--- src/hdl/i2cs_pkg.sv ---
// constants and state codes for the two-wire slave block
package i2cs_pkg;
  // control register layout
  localparam int          CTL_W        = 16;
  localparam int          CTL_EN       = 15;
  localparam int          CTL_REL      = 12;
  localparam int          CTL_WIDE     = 10;
  localparam int          CTL_STRETCH  = 6;
  localparam logic [15:0] CTL_RESET    = 16'h1000;
  // status register layout, bits below STA_RW_LO are hardware owned
  localparam int          STA_W        = 16;
  localparam int          STA_RW_LO    = 6;
  localparam int          STA_OV       = 6;
  localparam int          STA_TXFULL   = 0;
  localparam int          STA_RXFULL   = 1;
  localparam int          STA_DIR      = 2;
  localparam int          STA_FWM      = 3;
  localparam int          STA_ADDRD    = 4;
  localparam int          STA_DATA     = 5;
  localparam logic [9:0]  STA_RW_RESET = 10'h000;
  // address handling
  localparam int          ADDR_W       = 10;
  localparam logic [4:0]  TEN_HDR      = 5'h1e;
  // byte framing on the wire
  localparam logic [3:0]  BIT_LAST     = 4'h8;
  localparam logic [3:0]  BIT_ACK      = 4'h9;
  localparam logic [3:0]  BIT_ZERO     = 4'h0;
  localparam logic [3:0]  BIT_ONE      = 4'h1;
  // bit rate generator reload width
  localparam int          BRG_W        = 16;
  localparam logic [15:0] BRG_RESET    = 16'h0000;
  // slave sequencer states
  typedef enum logic [5:0] {
    ST_IDLE  = 6'b000001,
    ST_ADDR  = 6'b000010,
    ST_ADDR2 = 6'b000100,
    ST_RX    = 6'b001000,
    ST_TX    = 6'b010000,
    ST_WAIT  = 6'b100000
  } i2cs_state_t;
endpackage

--- src/hdl/i2cs_slave.sv ---
// two-wire bus slave: address match, receive and transmit paths
`timescale 1ns/1ps

module i2cs_slave (
  input  wire logic                      i_sys_clk,
  input  wire logic                      i_reset,
  input  wire logic                      i_scl,
  input  wire logic                      i_sda,
  output logic                           o_scl_out,
  output logic                           o_scl_oe,
  output logic                           o_sda_out,
  output logic                           o_sda_oe,
  input  wire logic                      i_control_wr,
  input  wire logic [i2cs_pkg::CTL_W-1:0] i_control_wdata,
  output logic      [i2cs_pkg::CTL_W-1:0] o_control_register,
  input  wire logic                      i_status_wr,
  input  wire logic [i2cs_pkg::STA_W-1:0] i_status_wdata,
  output logic      [i2cs_pkg::STA_W-1:0] o_status_register,
  input  wire logic [i2cs_pkg::ADDR_W-1:0] i_own_address_register,
  input  wire logic                      i_tx_write,
  input  wire logic [7:0]                i_tx_data,
  input  wire logic                      i_rx_read,
  output logic      [7:0]                o_receive_buffer,
  input  wire logic                      i_baud_wr,
  input  wire logic [i2cs_pkg::BRG_W-1:0] i_baud_wdata,
  output logic                           o_baud_tick,
  output logic                           o_slave_event_flag
);
  import i2cs_pkg::*;

  i2cs_state_t      state;
  logic [1:0]       scl_sync;
  logic [1:0]       sda_sync;
  logic             scl_p;
  logic             sda_p;
  logic [3:0]       bitcnt;
  logic [7:0]       rx_shift_register;
  logic [7:0]       transmit_register;
  logic [7:0]       tx_shift;
  logic             tx_on;
  logic             need_load;
  logic             ack_drive;
  logic             ev_pend;
  logic             master_ack;
  logic             dir;
  logic             data_last;
  logic             full_wide_match_flag;
  logic             receive_buffer_full;
  logic             transmit_buffer_full;
  logic             clock_release_bit;
  logic [CTL_W-1:0] control_register;
  logic [9:0]       status_rw;
  logic [BRG_W-1:0] baud_reload_register;
  logic [BRG_W-1:0] baud_cnt;
  logic             module_enable_bit;
  logic             address_width_select;
  logic             stretch_enable;
  logic             receive_overflow_flag;
  logic             scl_s;
  logic             sda_s;
  logic             scl_rise;
  logic             scl_fall;
  logic             start_det;
  logic             stop_det;
  logic             busy;
  logic             byte_fall;
  logic             ack_fall;
  logic             hdr_ok;
  logic             byte_ok;
  logic             tx_load;
  logic             stretch_now;

  assign module_enable_bit     = control_register[CTL_EN];
  assign address_width_select  = control_register[CTL_WIDE];
  assign stretch_enable        = control_register[CTL_STRETCH];
  assign receive_overflow_flag = status_rw[STA_OV-STA_RW_LO];

  // two flops on each pin before anything looks at it
  always_ff @(posedge i_sys_clk) begin
    if (i_reset) begin
      scl_sync <= 2'h3;
      sda_sync <= 2'h3;
      scl_p    <= 1'b1;
      sda_p    <= 1'b1;
    end else begin
      scl_sync <= {scl_sync[0], i_scl};
      sda_sync <= {sda_sync[0], i_sda};
      scl_p    <= scl_sync[1];
      sda_p    <= sda_sync[1];
    end
  end

  // bus events seen through the synchronised pins
  assign scl_s     = scl_sync[1];
  assign sda_s     = sda_sync[1];
  assign scl_rise  = scl_s & ~scl_p;
  assign scl_fall  = ~scl_s & scl_p;
  assign start_det = scl_s & scl_p & sda_p & ~sda_s;
  assign stop_det  = scl_s & scl_p & ~sda_p & sda_s;
  assign busy      = (state == ST_ADDR) | (state == ST_ADDR2) | (state == ST_RX)
                   | (state == ST_TX);
  assign byte_fall = scl_fall & busy & (bitcnt == BIT_LAST);
  assign ack_fall  = scl_fall & busy & (bitcnt == BIT_ACK);

  // byte verdicts, looked at on the eighth falling edge
  assign hdr_ok = (rx_shift_register[7:3] == TEN_HDR)
                & (rx_shift_register[2:1] == i_own_address_register[9:8]);
  always_comb begin
    byte_ok = 1'b0;
    case (state)
      ST_ADDR: begin
        if (address_width_select) begin
          // header with read only counts after a full match
          byte_ok = hdr_ok & (~rx_shift_register[0] | full_wide_match_flag);
        end else begin
          byte_ok = rx_shift_register[7:1] == i_own_address_register[6:0];
        end
      end
      ST_ADDR2: byte_ok = rx_shift_register == i_own_address_register[7:0];
      ST_RX:    byte_ok = ~receive_buffer_full & ~receive_overflow_flag;
      default:  byte_ok = 1'b0;
    endcase
  end

  // transmit empty at the ninth clock stretches unless the master nacked, receive full only with enable
  assign stretch_now = ack_fall & (((state == ST_TX) & ~sda_s & ~transmit_buffer_full)
                     | ((state == ST_ADDR) & dir & ~transmit_buffer_full)
                     | ((state == ST_RX) & stretch_enable & receive_buffer_full));
  assign tx_load     = need_load & transmit_buffer_full & (state == ST_TX);

  // sequencer: idle, address bytes, receive, transmit, wait for stop
  always_ff @(posedge i_sys_clk) begin
    if (i_reset) begin
      state <= ST_IDLE;
    end else if (!module_enable_bit || stop_det) begin
      state <= ST_IDLE;
    end else if (start_det) begin
      state <= ST_ADDR;
    end else if (byte_fall) begin
      case (state)
        ST_ADDR: begin
          if (!byte_ok) begin
            state <= ST_WAIT;
          end else if (rx_shift_register[0]) begin
            state <= ST_ADDR; // becomes transmit after the ack clock
          end else if (address_width_select) begin
            state <= ST_ADDR2;
          end else begin
            state <= ST_RX;
          end
        end
        ST_ADDR2: state <= byte_ok ? ST_RX : ST_WAIT;
        default:  state <= state;
      endcase
    end else if (ack_fall) begin
      if (state == ST_ADDR) begin
        state <= ST_TX;
      end else if (state == ST_TX && sda_s) begin
        state <= ST_WAIT; // master declined more data
      end
    end
  end

  // bit counter and receive shifting on rising clock edges
  always_ff @(posedge i_sys_clk) begin
    if (i_reset) begin
      bitcnt            <= BIT_ZERO;
      rx_shift_register <= 8'h00;
      master_ack        <= 1'b0;
    end else if (start_det || !busy) begin
      bitcnt <= BIT_ZERO;
    end else if (ack_fall) begin
      bitcnt <= BIT_ZERO;
    end else if (scl_rise) begin
      bitcnt <= bitcnt + BIT_ONE;
      if (bitcnt < BIT_LAST) begin
        rx_shift_register <= {rx_shift_register[6:0], sda_s};
      end else begin
        master_ack <= ~sda_s;
      end
    end
  end

  // acknowledge drive held from the eighth to the ninth falling edge
  always_ff @(posedge i_sys_clk) begin
    if (i_reset) begin
      ack_drive <= 1'b0;
      ev_pend   <= 1'b0;
    end else if (start_det || stop_det || ack_fall) begin
      ack_drive <= 1'b0;
      ev_pend   <= 1'b0;
    end else if (byte_fall) begin
      ack_drive <= byte_ok & (state != ST_TX);
      // receive and transmit bytes always raise the event
      ev_pend   <= byte_ok | (state == ST_RX) | (state == ST_TX);
    end
  end

  // slave event pulse on the ninth falling edge
  always_ff @(posedge i_sys_clk) begin
    if (i_reset) begin
      o_slave_event_flag <= 1'b0;
    end else begin
      o_slave_event_flag <= ack_fall & ev_pend;
    end
  end

  // address outcome: direction and wide match status
  always_ff @(posedge i_sys_clk) begin
    if (i_reset) begin
      dir                  <= 1'b0;
      full_wide_match_flag <= 1'b0;
      data_last            <= 1'b0;
    end else if (stop_det || !module_enable_bit) begin
      full_wide_match_flag <= 1'b0;
      data_last            <= 1'b0;
    end else if (byte_fall) begin
      data_last <= (state == ST_RX) | (state == ST_TX);
      if (state == ST_ADDR) begin
        if (byte_ok) begin
          dir <= rx_shift_register[0];
        end
        // partial match or failure both clear the flag; header read keeps it
        if (!(byte_ok && rx_shift_register[0] && address_width_select)) begin
          full_wide_match_flag <= 1'b0;
        end
      end else if (state == ST_ADDR2) begin
        full_wide_match_flag <= byte_ok;
      end
    end
  end

  // receive buffer; loaded only from a completed data byte
  always_ff @(posedge i_sys_clk) begin
    if (i_reset) begin
      o_receive_buffer    <= 8'h00;
      receive_buffer_full <= 1'b0;
    end else if (byte_fall && state == ST_RX && !receive_buffer_full) begin
      o_receive_buffer    <= rx_shift_register;
      receive_buffer_full <= 1'b1; // load beats a same-cycle read
    end else if (i_rx_read) begin
      receive_buffer_full <= 1'b0;
    end
  end

  // status upper bits are software owned; overflow set beats the write
  always_ff @(posedge i_sys_clk) begin
    if (i_reset) begin
      status_rw <= STA_RW_RESET;
    end else begin
      if (i_status_wr) begin
        status_rw <= i_status_wdata[STA_W-1:STA_RW_LO];
      end
      if (byte_fall && state == ST_RX && receive_buffer_full) begin
        status_rw[STA_OV-STA_RW_LO] <= 1'b1;
      end
    end
  end

  // transmit register is single buffered: write, then moved to the shifter
  always_ff @(posedge i_sys_clk) begin
    if (i_reset) begin
      transmit_register    <= 8'h00;
      transmit_buffer_full <= 1'b0;
    end else if (i_tx_write) begin
      transmit_register    <= i_tx_data;
      transmit_buffer_full <= 1'b1; // write wins over a same-cycle load
    end else if (tx_load) begin
      transmit_buffer_full <= 1'b0;
    end
  end

  // transmit shifter, data changes only while the clock is low
  always_ff @(posedge i_sys_clk) begin
    if (i_reset) begin
      tx_shift  <= 8'h00;
      tx_on     <= 1'b0;
      need_load <= 1'b0;
    end else if (start_det || stop_det || !busy) begin
      tx_on     <= 1'b0;
      need_load <= 1'b0;
    end else if (ack_fall && (state == ST_ADDR || (state == ST_TX && !sda_s))) begin
      need_load <= 1'b1;
    end else if (tx_load) begin
      tx_shift  <= transmit_register;
      tx_on     <= 1'b1;
      need_load <= 1'b0;
    end else if (scl_fall && tx_on) begin
      if (bitcnt == BIT_LAST) begin
        tx_on <= 1'b0; // let the master drive its ack
      end else begin
        tx_shift <= {tx_shift[6:0], 1'b0};
      end
    end
  end

  // control register; release bit also cleared by hardware when stretching
  always_ff @(posedge i_sys_clk) begin
    if (i_reset) begin
      control_register  <= CTL_RESET;
      clock_release_bit <= CTL_RESET[CTL_REL];
    end else begin
      if (i_control_wr) begin
        control_register <= i_control_wdata;
      end
      if (i_control_wr && i_control_wdata[CTL_REL]) begin
        clock_release_bit <= 1'b1;
      end else if (stretch_now) begin
        clock_release_bit <= 1'b0;
      end else if (i_control_wr && stretch_enable) begin
        clock_release_bit <= 1'b0; // clearing only honoured with stretch enabled
      end
    end
  end

  // baud reload register and the generator it reloads
  always_ff @(posedge i_sys_clk) begin
    if (i_reset) begin
      baud_reload_register <= BRG_RESET;
      baud_cnt             <= BRG_RESET;
      o_baud_tick          <= 1'b0;
    end else begin
      if (i_baud_wr) begin
        baud_reload_register <= i_baud_wdata;
      end
      o_baud_tick <= baud_cnt == BRG_RESET;
      if (baud_cnt == BRG_RESET) begin
        baud_cnt <= baud_reload_register;
      end else begin
        baud_cnt <= baud_cnt - BRG_W'(1);
      end
    end
  end

  // open-drain pins: only ever pull low
  assign o_scl_out = 1'b0;
  assign o_sda_out = 1'b0;
  assign o_scl_oe  = ~clock_release_bit & module_enable_bit;
  assign o_sda_oe  = ack_drive | (tx_on & ~tx_shift[7]);
  assign o_control_register = {control_register[CTL_W-1:CTL_REL+1], clock_release_bit,
                               control_register[CTL_REL-1:0]};
  assign o_status_register  = {status_rw, data_last, busy, full_wide_match_flag, dir,
                               receive_buffer_full, transmit_buffer_full};

  property p_sample;
    @(posedge i_sys_clk) disable iff (i_reset)
      scl_rise && busy && !start_det && bitcnt < BIT_LAST |=> rx_shift_register[0] == $past(sda_s);
  endproperty
  a_sample: assert property (p_sample) else $error("bit not sampled on rise");

  property p_addr7;
    @(posedge i_sys_clk) disable iff (i_reset)
      byte_fall && state == ST_ADDR && !address_width_select && !stop_det && !start_det
      && rx_shift_register[7:1] == i_own_address_register[6:0] |=> o_sda_oe;
  endproperty
  a_addr7: assert property (p_addr7) else $error("7-bit match not acked");

  property p_event;
    @(posedge i_sys_clk) disable iff (i_reset)
      ack_fall && ev_pend && !start_det && !stop_det |=> o_slave_event_flag ##1 !o_slave_event_flag;
  endproperty
  a_event: assert property (p_event) else $error("event pulse missing");

  property p_addr_keeps_rx;
    @(posedge i_sys_clk) disable iff (i_reset)
      byte_fall && state != ST_RX |=> $stable(o_receive_buffer);
  endproperty
  a_addr_keeps_rx: assert property (p_addr_keeps_rx) else $error("address touched buffer");

  property p_tx_hold;
    @(posedge i_sys_clk) disable iff (i_reset)
      ack_fall && state == ST_ADDR && dir && !transmit_buffer_full && !i_control_wr
      && module_enable_bit |=> o_scl_oe;
  endproperty
  a_tx_hold: assert property (p_tx_hold) else $error("clock not held for load");

  property p_full_nack;
    @(posedge i_sys_clk) disable iff (i_reset)
      byte_fall && state == ST_RX && receive_buffer_full && !start_det && !stop_det
      |=> !ack_drive && $stable(o_receive_buffer) && receive_overflow_flag;
  endproperty
  a_full_nack: assert property (p_full_nack) else $error("full buffer acked");

  property p_ov_nack;
    @(posedge i_sys_clk) disable iff (i_reset)
      byte_fall && state == ST_RX && !receive_buffer_full && receive_overflow_flag
      && !start_det && !stop_det |=> !ack_drive && receive_buffer_full;
  endproperty
  a_ov_nack: assert property (p_ov_nack) else $error("overflow byte mishandled");

  property p_wide2;
    @(posedge i_sys_clk) disable iff (i_reset)
      byte_fall && state == ST_ADDR2 && !stop_det && !start_det && module_enable_bit
      && rx_shift_register == i_own_address_register[7:0] |=> full_wide_match_flag && state == ST_RX;
  endproperty
  a_wide2: assert property (p_wide2) else $error("second byte match lost");

  property p_stop;
    @(posedge i_sys_clk) disable iff (i_reset)
      stop_det |=> state == ST_IDLE && !full_wide_match_flag ##1 !o_sda_oe;
  endproperty
  a_stop: assert property (p_stop) else $error("stop did not idle");

endmodule

--- config.mk ---
export PLATFORM = sky130hd
export DESIGN_NAME = i2cs_slave
export DESIGN_NICKNAME = d
export VERILOG_FILES = /design/src/hdl/i2cs_pkg.sv /design/src/hdl/i2cs_slave.sv
export SDC_FILE = /design/constraint.sdc
export NUM_CORES = 1
export LEC_CHECK = 0
export ABC_AREA = 1
export BUFFER_PORTS_ARGS = -buffer_cell sky130_fd_sc_hd__buf_2
export CORE_ASPECT_RATIO = 1.4
export CORE_MARGIN = 4
export CORE_UTILIZATION = 40
export CTS_CLUSTER_DIAMETER = 120
export DETAILED_ROUTE_END_ITERATION = 7
export PLACE_DENSITY_LB_ADDON = 0.08
export SKIP_CTS_REPAIR_TIMING = 1
export SLEW_MARGIN = 15
export SYNTH_ARGS = -nofsm -noshare
export SYNTH_HDL_FRONTEND = slang
export SYNTH_SLANG_ARGS = --single-unit
--- constraint.sdc ---
create_clock -name i_sys_clk -period 4.2 [get_ports i_sys_clk]
set_input_delay 0.42 -clock i_sys_clk [delete_from_list [all_inputs] [get_ports i_sys_clk]]
set_output_delay 0.42 -clock i_sys_clk [all_outputs]
set_load 0.1 [all_outputs]
==> key figures, run 1 <==
Timing
  – Slew of the pin with the lowest slew margin: ~0.87 ns
  – Slew Limit Fails: 0
  – Final setup viols: 0
  – Max-slew headroom: between 40% and 50%
  – Fin crit share: 55.6%
  – Clock Skews: 0.00737 ns
  – RSZ-0062 raised after global routing: false
  – Fin crit period: 2.34 ns
  – Fin Hold WS: roughly 0.2 ns
  – Max Freq: approximately 430 MHz
  – Final hold violation count: 0
  – Setup TNS: 0 ns

Synthesis
  – Async SR Flop Fraction: 0%
  – Number of flops mapped to enable cells by yosys: 0
  – Synth Area in Adders: around 1.2%
  – Main synth FF type: dfxtp_1
  – Synth Area in Simple Gates: between 20% and 30%
  – Main combinational cell family by area after synthesis: simple AND/OR/NAND/NOR gates
  – FF+latch count, synth: around 120
  – Synth top area share: about 45%
  – Synthesized area: 5240 µm²
  – Synth warn: 0
  – Top post-synthesis cells by count: nor2_1, dfxtp_1, nand2_1
  – Synthesized instance count: roughly 720
  – Register area share after synthesis: 44.7%
  – Top-count cell post-synth: nor2_1
  – Avg Cell Area, Syn: 7.25 µm²
  – Netlist cell types: 42
  – Multiplexer area fraction after synthesis: 0%
  – XOR/XNOR Fraction of Synth Area: around 2.2%
  – Top post-synthesis cells by area: dfxtp_1, nor2_1, o21ai_0
  – Compound-cell area share of the yosys netlist: between 10% and 20%
  – Synth area leader: dfxtp_1

Final layout
  – Share of layout cells above drive strength 1: a little over a fifth
  – Antenna Cells: 0
  – Area Growth Syn to Fin: 24.2%
  – Filler cells: 1319
  – Nets: between 900 and 1k
  – Post-route insts no fill: 993

Power
  – NetSw: a little over 1 mW
  – Logic pwr share: 18.4%
  – Clock share of power: between 40% and 50%
  – Cell Pwr Density: between 500 and 600 nW/µm²
  – Internal power: 2.53 mW
  – Sw Ratio: between 20% and 30%
  – Seq pwr share: between 30% and 40%
  – Worst vdd ir: between 0.0002 and 0.0003 V
  – Leakage power: approximately 3.0 nW

Die
  – Row Count: between 40 and 50
  – Die height: 143 µm
  – Die width: about 100 µm
  – Io pins: ~120
  – Core area: 12900 µm²
  – Die ar.: 15000 µm²
  – Starting Density: 40.7%

GRT
  – First-pass GRT wire length: between 20000 and 25000 µm
  – GR Overflow Total: 0
  – Total GRT Usage: between 15 and 20%
  – Pin count of the biggest net entering global routing: 64
  – Initial antenna violation count: 0
  – Vias in the first global route: between 4k and 5k

Setup path
  – Worst path buffer plus inverter count: 1
  – CP max-delay cell: buf_2
  – CP delay by family, top: simple AND/OR/NAND/NOR gates
  – Worst Path Required: between 3 and 4 ns
  – Crit-path cells: nor2_2 -> nand3_2 -> nand4_4 -> buf_2
  – CP Capture Type: output pin
  – Crit-path max cell delay: ~0.48 ns
  – CP Launch Point: state[4]$_SDFFE_PP0P_
  – Largest fanout on the critical path: 9
  – Crit Path Class: register to output pin
  – RR Startpoint: baud_cnt[0]$_SDFF_PP0_
  – CP arrival: ~1.9 ns
  – Startpoint Class: register

Clock tree
  – CTS buffer count: 17
  – Root Buffer Master: clkbuf_16
  – Clock buffer depth: 2
  – CTS Sinks: 117
  – Worst skew pair latency: a little over 0.4 ns
  – Worst-path clk slew: about 0.060 ns
  – H-tree depth: 4
  – CTS tree: yes

Routing
  – Drt pass-1 iters: 4
  – Total wire length: 13100 µm
  – Remaining routing DRC violations: 0
  – Routed Antenna Nets: 0
  – Via count: 4825
  – Starting DRC count in detailed routing: between 100 and 150
  – Vias/cell: 4.86
  – Avg WL per Cell: 13.2 µm

Flow run
  – Max-cap viol count: 0

Placement
  – I/O Buffers: roughly 110
  – DP Cell Count: 961
  – HPWL after DPL: approximately 9600 µm
  – Final Wtd Congestion: 0.836

Hold path
  – Worst hold-check path type: input pin to register
  – Hold wc startpoint: i_sda

Run status
  – Outcome: finished, final reports clean
[worst reg2reg max path, stage by stage, from the launching register on]
cell and delay [ns]:
dfxtp_1 0.31, inv_1 0.09, ha_1 0.23, nand2_1 0.11
nor2_1 0.25, nand3_1 0.14, or2_0 0.25, nor3_1 0.22
a21oi_1 0.09, o21ai_0 0.08, nand2_1 0.06
[layer usage]
metal | share of wire, % | track usage, % | vias to the layer above
met2 | 52 | 32.1 | 100
met1 | 42 | 19.3 | 2179
li1 | - | - | 2525
met4 | 1.5 | 6.70 | 0
met3 | 4.9 | 4.49 | 21
met5 | 0 | 0 | -
[per-stage QoR]
stage / power [mW] / worst slack (ns) / utilization, % / area (µm²)
floorplan: 1.81 / 1.35 / - / 5250
global placement: 1.95 / 2.10 / 45.4 / 5840
detailed placement: 1.96 / 2.08 / 45.4 / 5840
CTS: 3.61 / 1.84 / 50.6 / 6510
global route: 3.75 / 1.77 / 50.6 / 6510
finish: 3.57 / 1.86 / 50.6 / 6510
[path summary, 6_finish.rpt]
check,cells after the start,slack [ns],to
max,4,1.86,o_status_register[4]
min,2,0.20,sda_sync[0]$_SDFF_PP1_
min reg2reg,1,0.40,scl_sync[1]$_SDFF_PP1_
max reg2reg,10,2.27,baud_cnt[14]$_SDFF_PP0_
[cell families (layout without fill, tap and decap cells)]
group | after synthesis | count (layout)
flops | 117 | 117
other cells | 1 | 2
compound gates | 170 | 170
fa+ha+maj | 5 | 5
xor+xnor | 13 | 13
simple gates | 298 | 298
buf+inv | 119 | 235
[sequential cells by signal, indices dropped and copies added, names as in the netlist, 4 cells and up]
signal	count
rx_shift_register	8
status_rw	10
baud_cnt	16
state	6
control_register	15
baud_reload_register	16
o_receive_buffer	8
transmit_register	8
tx_shift	8
bitcnt	4
[area by class of cell]
type                            count  area [µm²]  area share, %
Clock buffer                       20         437           6.71
Clock inverter                     12         228           3.50
Inverter                           90         343           5.27
Multi-Input combinational cell    488        2400           36.9
Sequential cell                   117        2340           36.0
Tap cell                          153         191           2.94
Timing Repair Buffer              113         568           8.73
[cell usage in the layout, fill, tap and decap left out, types with 8 or more instances in the layout]
cell	Yosys	layout
nor2_1	135	135
dfxtp_1	117	117
buf_2	2	112
nand2_1	108	108
o21ai_0	95	95
inv_1	82	81
a21oi_1	50	50
nand3_1	17	17
clkbuf_16	0	17
xor2_1	12	12
nand4_1	8	8
[power by group through the flow]
stage	sequential, mW	clock, mW	combinational [mW]
4_1_cts	1.28	1.66	0.665
5_1_grt	1.29	1.71	0.742
3_3_place_gp	1.30	0	0.649
3_5_place_dp	1.30	0	0.661
6_report	1.28	1.63	0.656
2_1_floorplan	1.42	0	0.392
(Power assumes the default switching activity.)
==> run 2, diff against run 1 <==
Settings changed: ABC_AREA 1 to 0.
Clock period 4.2 ns to 2.3 ns, I/O delays scaled along.
==> run 2 against run 1 <==
Net effect:
- flip-flop and latch count unchanged
- sequential share of layout area decreased by 0.40 points
- sequential power increased by 83%
- core utilization increased by 0.62 points
- largest power group unchanged
- synthesized cell count decreased by 22%
- design area increased by 1.2%
- hold slack got worse by 0.15 ns
- via count decreased by 13%
- wire length decreased by 5.6%
- clock-buffer cell count decreased by 2
- non-clock buffer count increased by 17
- critical path depth unchanged
==> key figures, run 2 <==
GRT
  – First-pass GRT wire length: 20300 µm (-5.3%)
  – Total GRT Usage: 16.9% (-0.59 points)
  – Vias in the first global route: 4210 (-9.6%)
  – Initial antenna violation count: 0 (unchanged)
  – Pin count of the biggest net entering global routing: 49 (-23%)
  – GR Overflow Total: 0 (unchanged)

Placement
  – Pre-CTS WS: 0.160 ns (-1.92 ns)
  – HPWL after DPL: 9080 µm (-5.1%)
  – Placed cell area: 5920 µm² (+1.4%)
  – I/O Buffers: 112 (unchanged)
  – Final Wtd Congestion: 0.889 (+6.3%)

Synthesis
  – Async SR Flop Fraction: 0% (unchanged)
  – Top post-synthesis cells by count: nor2_1, dfxtp_1, mux2i_1
  – Netlist cell types: 53 (+26%)
  – Avg Cell Area, Syn: 9.30 µm² (+28%)
  – Synthesized instance count: 564 (-22%)
  – Top post-synthesis cells by area: dfxtp_1, mux2i_1, nor2_1
  – Top-count cell post-synth: nor2_1
  – Register area share after synthesis: 44.7% (about the same)
  – Synthesized area: 5250 µm² (about the same)
  – Synth area leader: dfxtp_1
  – Synth warn: 0 (unchanged)
  – Number of flops mapped to enable cells by yosys: 0 (unchanged)
  – Synth top area share: 44.7% (about the same)
  – Main synth FF type: dfxtp_1
  – FF+latch count, synth: 117 (unchanged)

Routing
  – Total wire length: 12300 µm (-5.6%)
  – Via count: 4216 (-13%)
  – Vias/cell: 5.04 (+3.7%)
  – Remaining routing DRC violations: 0 (unchanged)
  – Routed Antenna Nets: 0 (unchanged)
  – Avg WL per Cell: 14.7 µm (+12%)
  – Drt pass-1 iters: 4 (unchanged)
  – Starting DRC count in detailed routing: 131 (-9.7%)

Die
  – Core area: 12900 µm² (unchanged)
  – Die width: 105 µm (about the same)
  – Row Count: 49 (unchanged)
  – Starting Density: 40.7% (about the same)
  – Io pins: 121 (unchanged)
  – Die height: 143 µm (about the same)
  – Die ar.: 15000 µm² (about the same)

Timing
  – Setup TNS: 0 ns (unchanged)
  – Slew of the pin with the lowest slew margin: 0.533 ns (-0.332 ns)
  – Slew Limit Fails: 0 (unchanged)
  – Max Freq: 448 MHz
  – Clock Skews: 0.00680 ns (-0.000566 ns)
  – PnR worst setup slack: 0.0696 ns (-1.79 ns)
  – Final hold violation count: 0 (unchanged)
  – Fin crit share: a little over nine tenths
  – Final setup viols: 0 (unchanged)
  – RSZ-0062 raised after global routing: true
  – Max-slew headroom: 64.5% (+22 points)
  – Fin crit period: approximately 2.2 ns

Clock tree
  – CTS tree: yes
  – Root Buffer Master: clkbuf_16
  – CTS Sinks: 117 (unchanged)
  – Clock buffer depth: 2 (unchanged)
  – CTS buffer count: 17 (unchanged)
  – H-tree depth: 4 (unchanged)
  – Worst-path clk slew: 0.05 ns (about the same)
  – Worst skew pair latency: 0.41 ns (about the same)

Power
  – Cell Pwr Density: 963 nW/µm² (+76%)
  – Leakage power: 2.82 nW (-5.6%)
  – Worst vdd ir: 0.000448 V (+63%)

Setup path
  – Largest fanout on the critical path: 6 (-3)
  – Startpoint Class: register
  – CP Capture Type: output pin
  – Crit Path Class: register to output pin
  – CP arrival: 2.00 ns (+0.08 ns)
  – Worst Path Required: 2.07 ns (-1.71 ns)

Final layout
  – Largest regs: baud_cnt: 16 flops, baud_reload_register: 16 flops, control_register: 15 flops
  – Final Util: 51.2% (+0.62 points)
  – Antenna Cells: 0 (unchanged)
  – Commonest non-fill, non-tap cell in the layout: nor2_1
  – Most frequent cells in the layout: nor2_1, dfxtp_1, buf_2
  – Share of layout cells above drive strength 1: 27.2% (+6.1 points)
  – Area Growth Syn to Fin: 25.6%
  – Fin area: 6590 µm² (+1.2%)
  – Nets: 752 (-17%)

Run status
  – Outcome: finished, final reports clean

Flow run
  – Max-cap viol count: 0 (unchanged)

Hold path
  – Worst hold-check path type: input pin to register
==> run 2: cell types whose count changed after synthesis, moves of 6 or more <==
cell	before	now
xor2_1	12	21
nor2b_1	0	8
a211oi_1	1	20
a21oi_1	50	15
xnor2_1	1	15
inv_1	82	8
nand2_1	108	22
mux2i_1	0	73
nor2_1	135	120
o21ai_0	95	3
nand3_1	17	11
clkbuf_1	16	27
==> run 2: cell families (layout without fill, tap and decap cells) <==
group | Yosys count | after routing | synth area share, %
compound gates | 64 | 64 | 9.35
xor+xnor | 36 | 36 | 6.01
other cells | 1 | 2 | 0.0715
simple gates | 218 | 218 | 20.1
flops | 117 | 117 | 44.7
buf+inv | 50 | 169 | 4.65
fa+ha+maj | 5 | 5 | 1.19
mux | 73 | 73 | 13.9
==> run 2: final cells by class <==
type | instances | area, µm²
Sequential cell | 117 | 2340
Fill cell | 1233 | 6290
Tap cell | 153 | 191
Timing Repair Buffer | 130 | 718
Clock buffer | 18 | 439
Multi-Input combinational cell | 398 | 2680
Inverter | 8 | 30.0
Clock inverter | 13 | 183
==> run 2: metrics by stage <==
step,power (mW),hold WS (ns),cells
2_1_floorplan,3.35,0.334,565
3_3_place_gp,3.62,0.394,803
3_5_place_dp,3.63,0.398,803
4_1_cts,6.42,-0.0166,834
5_1_grt,6.67,0.0486,837
6_report,6.34,0.0471,837
==> run 2: worst paths after layout <==
kind                               start                                to  slack (ns)  cells past startpoint
setup / recovery   state[2]$_SDFFE_PP0P_              o_status_register[4]        0.07                      4
hold / removal       i_control_wdata[12]    clock_release_bit$_SDFFE_PP1P_        0.05                      3
setup reg to reg   state[2]$_SDFFE_PP0P_  o_receive_buffer[5]$_SDFFE_PP0P_        0.16                      7
hold reg to reg   sda_sync[0]$_SDFF_PP1_            sda_sync[1]$_SDFF_PP1_        0.41                      1
==> run 2: per-layer routing <==
metal | vias up | global-route usage (%) | part of all wire (%)
met2 | 88 | 30.3 | 52
met5 | - | 0 | 0
li1 | 2145 | - | -
met1 | 1958 | 18.3 | 42
met4 | 0 | 8.09 | 2.4
met3 | 25 | 4.94 | 4.0
==> run 2: where the power goes <==
| part | switching, mW | internal (mW) |
|---|---|---|
| logic | 0.772 | 0.480 |
| registers | 0.127 | 2.22 |
| clock network | 0.921 | 1.83 |
| total | 1.82 | 4.52 |
==> run 2: critical path: stages (launching register included) <==
cell and delay [ns]:
dfxtp_1 0.48, nor4b_2 0.45, a211oi_4 0.11, nor2_4 0.19, clkbuf_4 0.36
